**src/rtl/disk_dma_params.svh**
```systemverilog
`ifndef DISK_DMA_PARAMS_SVH
`define DISK_DMA_PARAMS_SVH

// register indices, byte address is four times the index
`define IDX_DATA_EARLY 10'h008
`define IDX_GLOBAL_DMA_CONTROL_RD 10'h002
`define IDX_BYTE_STAT 10'h01A
`define IDX_PTR_HIGH 10'h020
`define IDX_PTR_LOW 10'h022
`define IDX_LEN_CTRL 10'h024
`define IDX_DATA_WRITE 10'h026
`define IDX_SYNC_PAT 10'h07E
`define IDX_GLOBAL_DMA_CONTROL_WR 10'h096
`define IDX_IRQ_STAT 10'h100
`define IDX_IRQ_MASK 10'h101

// global dma control fields
`define DC_SETCLR 15
`define DC_BUSY 14
`define DC_ZERO 13
`define DC_BLIT_OVER_CPU_PRIORITY 10
`define DC_MASTER 9
`define DC_BLIT 6
`define DC_DISK 4
`define DC_WBITS 11

// byte status fields
`define BS_READY 15
`define BS_FLOPPY_TRANSFER_ACTIVE 14
`define BS_WRITE 13
`define BS_EQUAL 12

// length register fields
`define LEN_EN 15
`define LEN_DIR 14
`define LEN_CNT_W 14

// interrupt status bits, same layout as the request register
`define IRQ_SYNC 12
`define IRQ_BLOCK 1
`define IRQ_IMPL 16'h1002

// pointer and stream constants
`define PTR_HI_W 3
`define PTR_LO_W 15
`define PTR_STEP 18'h00002
`define BIT_LAST 4'hF
`define BYTE_LAST 3'h7
`define CNT_ONE 14'h0001
`define CNT_ZERO 14'h0000
`define RESET_16 16'h0000

`endif

```
**src/rtl/disk_dma_pkg.sv**
```systemverilog
package disk_dma_pkg;

    // memory side sequencer states
    typedef enum logic [1:0] {
        DMA_IDLE,
        DMA_TO_MEM,
        DMA_FROM_MEM
    } dma_state_t;

endpackage : disk_dma_pkg

```
**src/rtl/disk_dma.sv**
```systemverilog
`timescale 1ns/1ps
`include "disk_dma_params.svh"

module disk_dma (
    // clock, reset, enable
    input wire logic clk_sys_i,
    input wire logic rst_i,
    input wire logic ce_i,
    // apb slave
    input wire logic psel_i,
    input wire logic penable_i,
    input wire logic pwrite_i,
    input wire logic [11:0] paddr_i,
    input wire logic [31:0] pwdata_i,
    output logic [31:0] prdata_o,
    output logic pready_o,
    output logic pslverr_o,
    // blitter status and cpu bus request
    input wire logic blit_engine_active_i,
    input wire logic blit_result_all_zero_i,
    input wire logic cpu_bus_request_i,
    output logic cpu_bus_request_out_n_o,
    // per channel run enables, bit order as control bits 08..00
    output logic [8:0] channel_run_o,
    // disk serial stream pins
    input wire logic disk_bit_clk_i,
    input wire logic disk_rd_bit_i,
    output logic disk_wr_bit_o,
    output logic disk_write_mode_o,
    // memory dma port
    output logic mem_req_o,
    output logic mem_we_o,
    output logic [17:0] mem_addr_o,
    output logic [15:0] mem_wdata_o,
    input wire logic mem_ack_i,
    input wire logic [15:0] mem_rdata_i,
    // interrupt
    output logic irq_o
);

    // register state
    logic [`DC_WBITS-1:0] dma_ctrl;
    logic len_en;
    logic len_dir;
    logic [`LEN_CNT_W-1:0] len_cnt;
    logic [17:0] disk_ptr;
    logic [15:0] sync_pat;
    logic [7:0] byte_buf;
    logic byte_rdy;
    logic [15:0] rx_word;
    logic [15:0] tx_buf;
    logic tx_full;
    logic [15:0] irq_stat;
    logic [15:0] irq_mask;
    logic [31:0] rd_data;
    logic rd_loaded;

    // stream state
    logic clk_s1, clk_s2, clk_s3;
    logic bit_s1, bit_s2;
    logic [15:0] rx_shift;
    logic [15:0] tx_shift;
    logic [3:0] bit_cnt;
    logic match_prev;
    logic word_pend;
    disk_dma_pkg::dma_state_t state;
    disk_dma_pkg::dma_state_t next_state;

    // bus decode
    wire [9:0] idx = paddr_i[11:2];
    wire acc_done = ce_i & psel_i & penable_i & rd_loaded;
    wire wr_done = acc_done & pwrite_i;
    wire rd_done = acc_done & ~pwrite_i;
    wire hit_early = idx == `IDX_DATA_EARLY;
    wire hit_dcrd = idx == `IDX_GLOBAL_DMA_CONTROL_RD;
    wire hit_byte = idx == `IDX_BYTE_STAT;
    wire hit_pth = idx == `IDX_PTR_HIGH;
    wire hit_ptl = idx == `IDX_PTR_LOW;
    wire hit_len = idx == `IDX_LEN_CTRL;
    wire hit_dat = idx == `IDX_DATA_WRITE;
    wire hit_sync = idx == `IDX_SYNC_PAT;
    wire hit_dcwr = idx == `IDX_GLOBAL_DMA_CONTROL_WR;
    wire hit_ist = idx == `IDX_IRQ_STAT;
    wire hit_imk = idx == `IDX_IRQ_MASK;
    wire hit_rd = hit_early | hit_dcrd | hit_byte | hit_ist | hit_imk;
    wire hit_wr = hit_pth | hit_ptl | hit_len | hit_dat | hit_sync |
                  hit_dcwr | hit_imk;
    wire hit_any = pwrite_i ? hit_wr : hit_rd;

    // enables
    wire master_dma_enable = dma_ctrl[`DC_MASTER];
    wire blit_over_cpu_priority = dma_ctrl[`DC_BLIT_OVER_CPU_PRIORITY];
    wire floppy_transfer_active = len_en & master_dma_enable;
    // disk moves only with master and own enable
    wire dma_run = floppy_transfer_active & dma_ctrl[`DC_DISK];
    wire cnt_zero = len_cnt == `CNT_ZERO;
    wire sync_pattern_match = rx_shift == sync_pat;

    // stream events from the synchronised bit clock
    wire bit_edge = ce_i & clk_s2 & ~clk_s3;
    wire [15:0] next_rx_shift = {rx_shift[14:0], bit_s2};
    wire word_edge = bit_edge & (bit_cnt == `BIT_LAST);
    wire byte_edge = bit_edge & (bit_cnt[2:0] == `BYTE_LAST) & ~len_dir;
    wire sync_rise = ce_i & sync_pattern_match & ~match_prev;

    // dma sequencer handshakes
    wire mem_done = ce_i & mem_ack_i & (state != disk_dma_pkg::DMA_IDLE);
    wire tx_load = word_edge & len_dir;
    wire blk_done = mem_done & (len_cnt == `CNT_ONE);

    // set or clear by bit 15, one bit per writable bit
    logic [`DC_WBITS-1:0] next_dma_ctrl;
    genvar gi;
    generate
        for (gi = 0; gi < `DC_WBITS; gi = gi + 1) begin : g_dc
            assign next_dma_ctrl[gi] = (wr_done & hit_dcwr & pwdata_i[gi]) ?
                pwdata_i[`DC_SETCLR] : dma_ctrl[gi];
            if (gi < `DC_MASTER) begin : g_run
                // each channel gated by its own bit
                // audio channels gated the same way
                assign channel_run_o[gi] = dma_ctrl[gi] & master_dma_enable;
            end
        end
    endgenerate

    // blitter priority holds off the cpu request
    wire blit_hogs = blit_over_cpu_priority & dma_ctrl[`DC_BLIT] &
                     master_dma_enable & blit_engine_active_i;
    assign cpu_bus_request_out_n_o = ~(cpu_bus_request_i & ~blit_hogs);

    // read data views
    logic [15:0] global_dma_control_view;
    logic [15:0] byte_view;
    always_comb begin
        global_dma_control_view = `RESET_16;
        global_dma_control_view[`DC_WBITS-1:0] = dma_ctrl;
        global_dma_control_view[`DC_BUSY] = blit_engine_active_i;
        global_dma_control_view[`DC_ZERO] = blit_result_all_zero_i;
        byte_view = {8'h00, byte_buf};
        byte_view[`BS_READY] = byte_rdy;
        byte_view[`BS_FLOPPY_TRANSFER_ACTIVE] = floppy_transfer_active;
        byte_view[`BS_WRITE] = len_dir;
        byte_view[`BS_EQUAL] = sync_pattern_match;
    end

    wire [15:0] rd_mux = hit_early ? rx_word :
                         hit_dcrd ? global_dma_control_view :
                         hit_byte ? byte_view :
                         hit_ist ? irq_stat :
                         hit_imk ? irq_mask : `RESET_16;

    // apb answer, data captured in the setup cycle
    assign pready_o = ce_i & rd_loaded;
    assign pslverr_o = pready_o & ~hit_any;
    assign prdata_o = rd_data;

    always_ff @(posedge clk_sys_i) begin
        if (rst_i) begin
            rd_loaded <= 1'b0;
            rd_data <= 32'h00000000;
        end else if (ce_i) begin
            rd_loaded <= psel_i & ~acc_done;
            if (psel_i & ~rd_loaded) begin
                rd_data <= {16'h0000, rd_mux};
            end
        end
    end

    // global control register
    always_ff @(posedge clk_sys_i) begin
        if (rst_i) begin
            dma_ctrl <= '0;
        end else if (ce_i) begin
            dma_ctrl <= next_dma_ctrl;
        end
    end

    // length register fields and down counter
    always_ff @(posedge clk_sys_i) begin
        if (rst_i) begin
            len_en <= 1'b0;
            len_dir <= 1'b0;
            len_cnt <= `CNT_ZERO;
        end else if (ce_i) begin
            if (wr_done & hit_len) begin
                len_en <= pwdata_i[`LEN_EN];
                len_dir <= pwdata_i[`LEN_DIR];
                len_cnt <= pwdata_i[`LEN_CNT_W-1:0];
            end else if (mem_done) begin
                len_cnt <= len_cnt - `CNT_ONE;
            end
        end
    end

    // pointer halves and post increment per word
    // pointer is taken as loaded, no check against enable order
    always_ff @(posedge clk_sys_i) begin
        if (rst_i) begin
            disk_ptr <= '0;
        end else if (ce_i) begin
            if (wr_done & hit_pth) begin
                disk_ptr[17:`PTR_LO_W] <= pwdata_i[`PTR_HI_W-1:0];
            end else if (wr_done & hit_ptl) begin
                disk_ptr[`PTR_LO_W-1:0] <= pwdata_i[`PTR_LO_W:1] <<< 1;
            end else if (mem_done) begin
                disk_ptr <= disk_ptr + `PTR_STEP;
            end
        end
    end

    // sync pattern and interrupt mask
    always_ff @(posedge clk_sys_i) begin
        if (rst_i) begin
            sync_pat <= `RESET_16;
            irq_mask <= `RESET_16;
        end else if (ce_i) begin
            if (wr_done & hit_sync) begin
                sync_pat <= pwdata_i[15:0];
            end
            if (wr_done & hit_imk) begin
                irq_mask <= pwdata_i[15:0] & `IRQ_IMPL;
            end
        end
    end

    // pin synchronisers, first stage read only by the second
    always_ff @(posedge clk_sys_i) begin
        if (rst_i) begin
            clk_s1 <= 1'b0;
            clk_s2 <= 1'b0;
            clk_s3 <= 1'b0;
            bit_s1 <= 1'b0;
            bit_s2 <= 1'b0;
        end else if (ce_i) begin
            clk_s1 <= disk_bit_clk_i;
            clk_s2 <= clk_s1;
            clk_s3 <= clk_s2;
            bit_s1 <= disk_rd_bit_i;
            bit_s2 <= bit_s1;
        end
    end

    // receive shifter, bit counter realigned on a sync match
    always_ff @(posedge clk_sys_i) begin
        if (rst_i) begin
            rx_shift <= `RESET_16;
            bit_cnt <= 4'h0;
            match_prev <= 1'b1; // reset pattern equals reset shifter
            rx_word <= `RESET_16;
        end else if (ce_i) begin
            match_prev <= sync_pattern_match;
            if (bit_edge) begin
                rx_shift <= next_rx_shift;
                bit_cnt <= bit_cnt + 4'h1;
            end else if (sync_rise & ~len_dir) begin
                bit_cnt <= 4'h0;
            end
            if (word_edge & ~len_dir) begin
                rx_word <= next_rx_shift;
            end
        end
    end

    // byte buffer loaded per received byte
    // status read clears ready, a new byte wins
    always_ff @(posedge clk_sys_i) begin
        if (rst_i) begin
            byte_buf <= 8'h00;
            byte_rdy <= 1'b0;
        end else if (ce_i) begin
            if (byte_edge) begin
                byte_buf <= next_rx_shift[7:0];
                byte_rdy <= 1'b1;
            end else if (rd_done & hit_byte) begin
                byte_rdy <= 1'b0;
            end
        end
    end

    // received word waiting for a memory write
    always_ff @(posedge clk_sys_i) begin
        if (rst_i) begin
            word_pend <= 1'b0;
        end else if (ce_i) begin
            if (word_edge & ~len_dir & dma_run & ~cnt_zero) begin
                word_pend <= 1'b1;
            end else if (mem_done & ~mem_we_o) begin
                word_pend <= word_pend;
            end else if (mem_done) begin
                word_pend <= 1'b0;
            end else if (~dma_run) begin
                word_pend <= 1'b0;
            end
        end
    end

    // transmit buffer, filled by dma or by a direct write
    always_ff @(posedge clk_sys_i) begin
        if (rst_i) begin
            tx_buf <= `RESET_16;
            tx_full <= 1'b0;
        end else if (ce_i) begin
            if (mem_done & ~mem_we_o) begin
                tx_buf <= mem_rdata_i;
                tx_full <= 1'b1;
            end else if (wr_done & hit_dat) begin
                tx_buf <= pwdata_i[15:0];
                tx_full <= 1'b1;
            end else if (tx_load) begin
                tx_full <= 1'b0;
            end
        end
    end

    // transmit shifter, msb first, zero fill when starved
    always_ff @(posedge clk_sys_i) begin
        if (rst_i) begin
            tx_shift <= `RESET_16;
            disk_wr_bit_o <= 1'b0;
        end else if (ce_i) begin
            if (bit_edge & len_dir) begin
                disk_wr_bit_o <= tx_shift[15];
                tx_shift <= tx_load ? (tx_full ? tx_buf : `RESET_16) :
                            {tx_shift[14:0], 1'b0};
            end
        end
    end

    // memory sequencer next state
    always_comb begin
        next_state = state;
        unique case (state)
            disk_dma_pkg::DMA_IDLE: begin
                if (word_pend & dma_run & ~len_dir & ~cnt_zero) begin
                    next_state = disk_dma_pkg::DMA_TO_MEM;
                end else if (dma_run & len_dir & ~tx_full & ~cnt_zero) begin
                    next_state = disk_dma_pkg::DMA_FROM_MEM;
                end
            end
            disk_dma_pkg::DMA_TO_MEM,
            disk_dma_pkg::DMA_FROM_MEM: begin
                if (mem_ack_i) begin
                    next_state = disk_dma_pkg::DMA_IDLE;
                end
            end
        endcase
    end

    always_ff @(posedge clk_sys_i) begin
        if (rst_i) begin
            state <= disk_dma_pkg::DMA_IDLE;
        end else if (ce_i) begin
            state <= next_state;
        end
    end

    // memory port, request held until acknowledged
    assign mem_req_o = state != disk_dma_pkg::DMA_IDLE;
    assign mem_we_o = state == disk_dma_pkg::DMA_TO_MEM;
    assign mem_addr_o = disk_ptr;
    assign mem_wdata_o = rx_word;
    assign disk_write_mode_o = len_dir & dma_run;

    // sync match sets its request bit
    // last word moved sets block done
    wire [15:0] irq_set = ({15'h0000, sync_rise} << `IRQ_SYNC) |
                          ({15'h0000, blk_done} << `IRQ_BLOCK);
    wire irq_clr = rd_done & hit_ist;

    // sticky status, read clears, new event wins
    always_ff @(posedge clk_sys_i) begin
        if (rst_i) begin
            irq_stat <= `RESET_16;
            irq_o <= 1'b0;
        end else if (ce_i) begin
            irq_stat <= irq_set | (irq_clr ? `RESET_16 : irq_stat);
            irq_o <= |((irq_set | (irq_clr ? `RESET_16 : irq_stat)) &
                       irq_mask);
        end
    end

endmodule : disk_dma

```
**config.mk**
```make
export PLATFORM = sky130hd
export DESIGN_NAME = disk_dma
export DESIGN_NICKNAME = d
export VERILOG_FILES = /design/src/rtl/disk_dma_pkg.sv /design/src/rtl/disk_dma.sv
export VERILOG_INCLUDE_DIRS = /design/src /design/src/rtl
export SDC_FILE = /design/constraint.sdc
export NUM_CORES = 1
export LEC_CHECK = 0
export BUFFER_PORTS_ARGS = -buffer_cell sky130_fd_sc_hd__buf_2
export CAP_MARGIN = 20
export CORE_MARGIN = 2
export CORE_UTILIZATION = 40
export CTS_BUF_LIST = sky130_fd_sc_hd__clkbuf_2
export DETAILED_ROUTE_END_ITERATION = 8
export PLACE_DENSITY = 0.7
export RECOVER_POWER = 25
export SLEW_MARGIN = 20
export SYNTH_ARGS = -nofsm -noshare
export SYNTH_HDL_FRONTEND = slang
export SYNTH_SLANG_ARGS = --single-unit
```
**constraint.sdc**
```tcl
create_clock -name clk_sys_i -period 3.4 [get_ports clk_sys_i]
set_input_delay 0.34 -clock clk_sys_i [delete_from_list [all_inputs] [get_ports clk_sys_i]]
set_output_delay 0.34 -clock clk_sys_i [all_outputs]
set_load 0.005 [all_outputs]
```
Word-level counts from Yosys, hierarchy flattened
Index checks and enable logic that the tools add are counted.

Reduce and logical (&&, ||, !) cells: 40. Add/subtract/negate cells: 3. Multiplexer cells: 32. Bitwise gates (word level): 93. Equality and inequality tests: 22.

Operators with widths (count): 16-bit two-way mux (9); 1-bit AND (67); 2-bit AND reduction (24); 10-bit by 6-bit equality test with 1-bit output (second input constant) (4); 14-bit two-way mux (2); 10-bit by 9-bit equality test with 1-bit output (second input constant) (2); 18-bit by 2-bit adder with 18-bit output (second input constant) (1); 18-bit two-way mux (1); 16-bit by 13-bit AND with 16-bit output (1); 16-bit equality test (1); 13-bit by 16-bit OR with 16-bit output (1); 16-bit OR reduction (1); 15-bit two-way mux (1); 14-bit by 1-bit equality test with 1-bit output (second input constant) (1); 14-bit zero test (1); 2-bit nonzero test (7); 14-bit by 1-bit subtractor with 14-bit output (second input constant) (1); 13-bit two-way mux (1); 1-bit inverter (13); 13-bit by 2-bit OR with 13-bit output (1); 3-bit AND reduction (4); 10-bit by 2-bit equality test with 1-bit output (second input constant) (1); 10-bit by 4-bit equality test with 1-bit output (second input constant) (1); 10-bit by 5-bit equality test with 1-bit output (second input constant) (1); 19 further kinds (43).

Flip-flop bits (word level): 185. Output and inout port bits: 83.

Longest topological paths before layout
Gate-level depths: netlist (run 1).

Depth after elaboration: 10. Depth in mapped cells: 9. Depth with buffers taken out: 8.

Least setup slack after synthesis (run 1)
No wires, ideal clock.

Path type: input port to flip-flop. Start: in paddr_i[5]. End: reg disk_ptr[5] (netlist: mem_addr_o[5]). Path slack: 1178 ps. Path buffers: 1. Setup time: 128 ps. Arrival time: 2095 ps. Data required time: 3272 ps. Stages: 7. Cells stage by stage: buf_6 > or3b_4 > or4_4 > nor2_8 > mux2_2 > a22oi_1 > nor2_1.

Word-level cells in the longest chain between the ends: 4. Elaborated cells on any way between the ends: 8. Those cells by class: 2 x eq/ne; 1 x mux; 3 x bitwise; 2 x reduce/logical.

Ends and longest elaborated chain: start, declared (line disk_dma.sv:13) `input wire logic [11:0] paddr_i,`; 10-bit by 6-bit equality test with 1-bit output (no line); 1-bit AND (on tied branches) (line disk_dma.sv:203, disk_dma.sv:201); 2-bit nonzero test (no line) or 1-bit inverter (tied branches); 3-bit AND reduction (no line); end signal, assigned by index (line disk_dma.sv:202) `` disk_ptr[17:`PTR_LO_W] <= pwdata_i[`PTR_HI_W-1:0]; ``; end signal, assigned by index (line disk_dma.sv:204) `` disk_ptr[`PTR_LO_W-1:0] <= pwdata_i[`PTR_LO_W:1] <<< 1; ``; end signal, assigned (line disk_dma.sv:206) `` disk_ptr <= disk_ptr + `PTR_STEP; ``; end, declared (line disk_dma.sv:46) `logic [17:0] disk_ptr;`.

Parallel ways exist; a longest one is shown, timed or not. A chain may end at the register's enable or synchronous reset.

Worst setup path in the final report (run 1)
Start: in paddr_i[4]. End: out pslverr_o.

Word-level cells in the longest chain between the ends: 10. Elaborated cells on any way between the ends: 24. Those cells by class: 11 x eq/ne; 1 x mux; 12 x bitwise.

Ends and longest elaborated chain: 10-bit by 6-bit equality test with 1-bit output (no line); 1-bit OR (5 in a row) (line disk_dma.sv:86) `wire hit_wr = hit_pth | hit_ptl | hit_len | hit_dat | hit_sync |`; 1-bit OR (line disk_dma.sv:87) `hit_dcwr | hit_imk;`; 1-bit two-way mux (*) (line disk_dma.sv:88) `wire hit_any = pwrite_i ? hit_wr : hit_rd;`; 1-bit inverter (*) (line disk_dma.sv:154) `assign pslverr_o = pready_o & ~hit_any;`; 1-bit AND (*) (line disk_dma.sv:154); end, declared (line disk_dma.sv:17) `output logic pslverr_o,`.

Mark *: on every way between the ends. The rest lies on a longest branch, timed or not.

==> results of run 1 <==
==> metal layers <==
| layer | vias to the layer above | share of wire [%] | global-route usage [%] |
|---|---|---|---|
| met2 | 253 | 47 | 37.5 |
| met1 | 3622 | 43 | 29.6 |
| met4 | 2 | 2.9 | 9.61 |
| met3 | 50 | 7.0 | 4.50 |
| li1 | 3818 | - | - |
| met5 | - | 0.045 | 0 |
==> layout make-up <==
type	count	area, sq um
Inverter	10	37.5
Antenna cell	5	12.5
Fill cell	1941	10100
Clock inverter	15	159
Sequential cell	170	3400
Tap cell	265	332
Timing Repair Buffer	194	1270
Multi-Input combinational cell	759	4300
Clock buffer	17	85.1
==> state kept, by name, indices dropped and copies added, names as in the netlist, 4 cells and up <==
| register | flops |
|---|---|
| rx_shift | 16 |
| sync_pat | 16 |
| tx_buf | 16 |
| tx_shift | 16 |
| len_cnt | 14 |
| mem_addr_o | 17 |
| dma_ctrl | 11 |
| bit_cnt | 4 |
| byte_buf | 8 |
| prdata_o | 16 |
| mem_wdata_o | 16 |
==> report_power, final <==
group          switching, mW  internal, mW
Sequential           0.00611          2.01
Clock                  0.811         0.298
Combinational          0.140        0.0867
==> cells in the mapped netlist, types with 4 or more instances <==
cell type	n
nand2_1	203
dfxtp_1	170
nor2_1	98
a21oi_1	86
clkbuf_1	51
nand3_1	45
a311oi_1	35
o21ai_0	32
xnor2_1	29
a211oi_1	23
buf_4	18
mux2i_1	18
nor3_1	15
nand4_1	14
and2_1	12
nor4_1	11
a221oi_1	10
buf_2	10
inv_1	10
o211ai_1	10
ha_1	8
or3_1	8
and3_1	6
nand2b_1	6
nand3b_1	6
a21o_1	5
a2bb2oi_1	5
or2_2	5
xor2_1	4
==> path summary, 6_finish.rpt <==
check	slack (ps)	to	cells after the start
worst max register to register	280	tx_buf[4]	6
worst min register to register	460	disk_wr_bit_o	2
worst min-delay path	50	mem_addr_o[16]	5
worst max-delay path	190	pslverr_o	8
==> timing repair <==
item / in CTS / in global routing
resized for setup: 0 / 1
endpoints found under the setup margin: 0 / 1
endpoints found under the hold margin: 82 / 0
hold buffers: 57 / 0
==> layout by cell type, fill, tap and decap left out, drive strengths merged, types with 4 or more instances in the layout <==
cell type	n
a221oi	10
nand2	204
nor4	11
and3	6
a21oi	86
dlygate4sd3	57
o21ai	33
xnor2	29
ha	8
or2	5
o211ai	10
xor2	4
nand3	45
and2	12
nand4	14
mux2i	18
dfxtp	170
nand3b	6
nand2b	6
a2bb2oi	5
clkbuf	36
buf	118
conb	17
inv	17
nor2	100
clkinv	6
diode	5
nor3	15
a211oi	23
a21o	5
a311oi	35
or3	8
==> cell families after synthesis <==
logic type / Yosys count / synth area share [%]
XOR/XNOR: 33 / 3.58
multiplexers: 21 / 2.65
AO/OA/AOI/OAI: 230 / 19.0
other: 1 / 0.0465
flip-flops: 170 / 42.2
adder cells (fa/ha/maj): 8 / 1.24
AND/OR/NAND/NOR: 450 / 25.8
buffers and inverters: 94 / 5.55
==> per-stage QoR <==
stage	hold slack, ps	setup WS (ps)
finish	53.2	193
floorplan	432	1180
global route	73.9	39.1
global placement	441	691
CTS	5.07	93.2
detailed placement	447	672
==> worst register-to-register path, cell delays in order (launching register included) <==
cell	delay, ps
dfxtp_1	470
nand4_1	360
nor4_1	550
a31o_2	700
nor2_1	110
a311oi_1	280
dlygate4sd3_1	590
==> metrics.cfg, run 1 <==
[final_layout]
instances_no_fill=1435
finalNetCount=1232
postLayoutCoreUtil_pct=48.9
final_cell_area_sq_um=9600
drive_above_1_share_pct=15.4
area.growth.synth_to_final_pct=19.0

[sta]
finalMaxSlewViolations=115
setup_viol=0
rsz0062_at_grt=false
fin_crit_sh_pct=94.3
skew_ps=45.7
fmax_ghz=0.312
relSlewSlack_pct=-18.2
worst_pin_slew_ps=1770
hold_violations=0
timing.setup.tns_ps=0
fin_crit_ps=3210

[global_routing]
first_global_vias=7352
grt_pass1_wl_mm=39.0
grt_overflow=0
grt_max_degree=75
antenna_found_initial=6
grtUsageTotal_pct=22.9

[drt]
wl_per_cell_um=17.1
avgViaCountPerCell=5.40
wirelength_mm=24.6
remaining_drc_errors=0
num_vias=7745
ant_nets=0
drtIter0Drc=565
first_pass_iters=5

[critical_path]
crit_type=in2out
timing.rr.start=rd_loaded
startpoint_type=input port
cp_data_required_time_ps=3060
cp.arrival_ps=2870
worstPathMaxFanout=8
startpoint=paddr_i[4]
path_delay_family=simple AND/OR/NAND/NOR gates
critPathSlowestCell=or4_4
worst_path_largest_cell_delay_ps=570
cp-end-kind=output pin
cp_cell_sequence=dlygate4sd3_1, buf_2, or4_4, or4_4, or2_2, a41oi_2, nor2b_1, buf_2
path_buf_inv=3

[yosys]
synthArstFlopShare_pct=0
synth-edff-count=0
synth.distinct_cells=61
syn_area_sq_um=8070
synthFlopType=dfxtp_1
yosys-top-cells-area=dfxtp_1 (42%), nand2_1 (9.4%), a21oi_1 (5.3%), nor2_1 (4.6%), a311oi_1 (3.8%)
synth.largest_area_cell=dfxtp_1
yosys_warnings=0
synthCells=1007
seq_area_frac_synth_pct=42.2
yosys.area.top_type_share_pct=42.2
synth_seq_cells=170
syn_area_per_cell_sq_um=8.02

[clock_network]
cts_root_buf=clkbuf_2
cts_buffer_depth=2
numCtsBuffers=17
clk-insertion-delay-late_ps=800
cts.clk_slew.worst_paths_ps=240
h-tree-depth=4
cts_sinks=170
cts_tree=built
cts_setup_buffers=0

[power]
p_total_mw=3.35
p_per_area_nw_per_um2=349
leakage_nw=3.47
ir_worst_vdd_v=0.000178

[run]
max-cap-violations=2

[floorplanning]
core_sq_um=19700
pin_count=155
die_w_um=146
row_count=51
dieArea_sq_um=21300
start_util_pct=41.1
die_h_um=146

[placed_design]
post-place-cells=1341
dpl_cell_area_sq_um=8810
portBuffers=119
post-dp-hpwl_mm=16.8
place.gp.congestion=0.856

[run_status]
status=finished, violations left
failed_checks=max-capacitance violations, max-slew violations

[min_path]
hold_start=paddr_i[11]
hold_path_class=in2reg

Power figures use the tool's default switching activity.
==> run 2: changes to the inputs <==
- CORE_ASPECT_RATIO: unset -> 2
==> metrics.cfg, run 2 (same netlist as run 1, synthesis figures left out) <==
[run_status]
status=finished, violations left
failed_checks=max-capacitance violations, max-slew violations

[placed_design]
dp_slack_ps=829
post-dp-hpwl_mm=17.2
dpl_cell_area_sq_um=8820
portBuffers=119
post-place-cells=1340
place.gp.congestion=0.884

[drt]
first_pass_iters=5
drtIter0Drc=427
wl_per_cell_um=17.1
ant_nets=0
avgViaCountPerCell=5.48
wirelength_mm=24.6
remaining_drc_errors=0
num_vias=7877

[sta]
fmax_ghz=0.320
timing.setup.tns_ps=0
fin_crit_ps=3130
setup_ws_ps=273
relSlewSlack_pct=-39.7
worst_pin_slew_ps=2100
hold_violations=0
rsz0062_at_grt=false
skew_ps=34.3
fin_crit_sh_pct=92.0
finalMaxSlewViolations=45
hold_slack_ps=70.6
setup_viol=0

[final_layout]
instances_no_fill=1437
layout_commonest_cell=nand2_1
area.growth.synth_to_final_pct=19.5
drive_above_1_share_pct=14.4
final_cell_area_sq_um=9640
final_cell_mix=nand2_1 (203), dfxtp_1 (170), nor2_1 (97)
finalNetCount=1243
largest_reg_flops=17
postLayoutCoreUtil_pct=48.7

[critical_path]
startpoint_type=input port
path_buf_inv=3
worst_path_largest_cell_delay_ps=570
cp_data_required_time_ps=3060
cp-end-kind=output pin
critPathSlowestCell=or4_4
cp.arrival_ps=2790
path_delay_family=simple AND/OR/NAND/NOR gates
cp_cell_sequence=dlygate4sd3_1, buf_2, or4_4, or4_4, or2_2, a41oi_1, nor2b_1, buf_2
crit_type=in2out
worstPathMaxFanout=8

[clock_network]
h-tree-depth=4
cts_root_buf=clkbuf_2
cts_setup_buffers=0
cts_sinks=170
cts_buffer_depth=2
numCtsBuffers=17
cts_tree=built
clk-insertion-delay-late_ps=780
cts.clk_slew.worst_paths_ps=200

[floorplanning]
pin_count=155
start_util_pct=40.7
row_count=73
dieArea_sq_um=21400
core_sq_um=19800
die_h_um=205
die_w_um=104

[global_routing]
grt_pass1_wl_mm=39.0
antenna_found_initial=1
grtUsageTotal_pct=23.1
grt_max_degree=86
grt_overflow=0
first_global_vias=7635

[power]
p_per_area_nw_per_um2=339
ir_worst_vdd_v=0.000209
leakage_nw=3.49
p_total_mw=3.27

[min_path]
hold_path_class=in2reg

[run]
max-cap-violations=1

run 2: cell count changes in the layout (fill, tap and decap cells not counted), moves of 2 or more:
cell,change
buf_2,-6
buf_4,+4
clkbuf_1,+6
clkbuf_2,+2
clkinv_1,+3
diode_2,-4
dlygate4sd3_1,+9
inv_6,-4
inv_8,-3
run 2: per-layer routing:
layer,wire [um],track usage [%],vias up
li1,-,-,3834
met1,9690,25.6,3753
met2,12700,41.7,238
met3,1130,3.47,52
met4,1110,13.4,0
met5,0,0,-
run 2: final timing paths:
path / cells after the start / from / slack [ps] / to
hold / removal: 4 / blit_result_all_zero_i / 70 / prdata_o[13]
setup reg to reg: 9 / state[1] / 330 / tx_buf[7]
hold reg to reg: 2 / tx_shift[5] / 460 / tx_shift[6]
setup / recovery: 8 / paddr_i[4] / 270 / pslverr_o
run 2: final cells by class:
class	instances	area, sq um
Fill cell	1948	10200
Multi-Input combinational cell	759	4290
Sequential cell	170	3400
Timing Repair Buffer	205	1380
Tap cell	262	328
Clock buffer	21	105
Clock inverter	9	101
Inverter	10	37.5
Antenna cell	1	2.50
run 2: worst reg2reg max path, delay by kind of cell (launching register included):
kind / cells / cell delay (ps)
buffers and inverters: 3 / 930
and+or+nand+nor: 3 / 630
DFF: 1 / 390
adders and majority gates: 1 / 190
AOI/OAI and AO/OA: 2 / 890
run 2: where the power goes:
group          leakage [nW]  internal, mW  switching, mW
Sequential             1.37          2.01        0.00640
Combinational          1.98        0.0941          0.142
Clock                 0.132         0.335          0.681
run 2: repair_timing:
| action | CTS | global route |
|---|---|---|
| gates resized for setup | 0 | 0 |
| endpoints found under the hold margin | 89 | 0 |
| hold buffers | 66 | 0 |
==> run 3: changes to the inputs <==
- CORE_ASPECT_RATIO: 2 -> unset
- clock period: 3.4 -> 3.95 ns (I/O delays scaled with it)
==> metrics.cfg, run 3 (same netlist as run 1, synthesis figures left out) <==
[final_layout]
area.growth.synth_to_final_pct=18.3
fill_cells=1954
finalNetCount=1225
postLayoutCoreUtil_pct=48.6
largest_reg_flops=17
drive_above_1_share_pct=14.5
layout_commonest_cell=nand2_1
final_cell_area_sq_um=9550
final_cell_mix=nand2_1 (203), dfxtp_1 (170), nor2_1 (97), buf_2 (97), a21oi_1 (86)

[placed_design]
dp_slack_ps=1060
portBuffers=119
dpl_cell_area_sq_um=8760
place.gp.congestion=0.829
post-dp-hpwl_mm=16.6

[run]
max-cap-violations=0

[drt]
wl_per_cell_um=17.1
avgViaCountPerCell=5.44
first_pass_iters=5
ant_nets=0
remaining_drc_errors=0
wirelength_mm=24.4
num_vias=7770
drtIter0Drc=623

[floorplanning]
dieArea_sq_um=21300
die_h_um=146
die_w_um=146
start_util_pct=41.1
row_count=51
core_sq_um=19700
pin_count=155

[critical_path]
startpoint_type=input port
cp_data_required_time_ps=3560
r2r_cells=8
cp.arrival_ps=3000
rrSetupSlack_ps=830
crit_type=in2out
timing.rr.start=state[0]
cp-end-kind=output pin
worstPathMaxFanout=5
r2r_end=tx_buf[0]

[min_path]
hold_path_depth=4
holdPathEnd=mem_addr_o[2]
hold_path_class=in2reg
hold_start=paddr_i[4]

[sta]
worst_pin_slew_ps=1050
finalMaxSlewViolations=0
fmax_ghz=0.295
setup_ws_ps=557
hold_slack_ps=32.0
relSlewSlack_pct=30.1
setup_viol=0
hold_violations=0
fin_crit_ps=3390
timing.setup.tns_ps=0
rsz0062_at_grt=false
fin_crit_sh_pct=85.9
skew_ps=51.2

[run_status]
status=finished, final reports clean

[power]
ir_worst_vdd_v=0.000124
leakage_nw=3.41
p_per_area_nw_per_um2=304

[global_routing]
gr-usage-met3_pct=4.53
grtUsageTotal_pct=22.5
antenna_found_initial=6
grt_overflow=0
grt.busiest_layer=met2
grt_pass1_wl_mm=38.5
grt_max_degree=98
grt_use_met2_pct=35.8
first_global_vias=7193
gr-usage-met1_pct=29.8

[clock_network]
h-tree-depth=4
cts_tree=built
cts.clk_slew.worst_paths_ps=290
numCtsBuffers=17
cts_root_buf=clkbuf_2
cts_setup_buffers=0
clk-insertion-delay-late_ps=800
cts_buffer_depth=2
cts_sinks=170

-- run 3: what timing repair did --
item / 4_1_cts / 5_1_grt
hold buffers: 55 / 0
hold endpoints to repair: 72 / 0
gates resized for setup: 0 / 0
-- run 3: per-stage QoR --
step / total power, mW / std cells
after global routing: 3.00 / 1426
after floorplan: 1.86 / 1023
after detailed placement: 1.93 / 1336
final: 2.90 / 1427
after global placement: 1.92 / 1336
after CTS: 2.91 / 1422
-- run 3: metal layers --
| metal | wire length [um] | vias to the layer above |
|---|---|---|
| met1 | 10800 | 3671 |
| met4 | 763 | 2 |
| li1 | - | 3807 |
| met5 | 16 | - |
| met2 | 11400 | 235 |
| met3 | 1420 | 55 |
-- run 3: worst max-delay path by stage --
stage | startpoint | endpoint | slack, ps | depth (start not counted)
detailed placement | ce_i | mem_addr_o[10] | 1060 | 7
floorplan | paddr_i[4] | pslverr_o | 1650 | 5
CTS | paddr_i[3] | pslverr_o | 590 | 8
global placement | ce_i | mem_addr_o[10] | 1090 | 7
global route | paddr_i[3] | pslverr_o | 520 | 8
finish | paddr_i[3] | pslverr_o | 560 | 8
-- run 3: final cells by class --
class | instances | area (sq um) | share of cell area (%)
multi-input combinational | 759 | 4290 | 45.0
antenna | 5 | 12.5 | 0.131
tap | 265 | 332 | 3.47
clock inverter | 14 | 165 | 1.73
sequential | 170 | 3400 | 35.7
inverter | 10 | 37.5 | 0.393
timing repair buffer | 187 | 1220 | 12.7
clock buffer | 17 | 85.1 | 0.891
-- run 3: power by group --
part | internal (mW) | switching, mW
combinational | 0.0733 | 0.120
clock | 0.302 | 0.671
sequential | 1.73 | 0.00550
-- run 3: worst max-delay path: stages --
cell and delay (ps):
dlygate4sd3_1 550, buf_2 150, or3b_2 490, or4_4 510
or2_2 310, a41oi_1 380, nor2b_1 80, buf_2 140
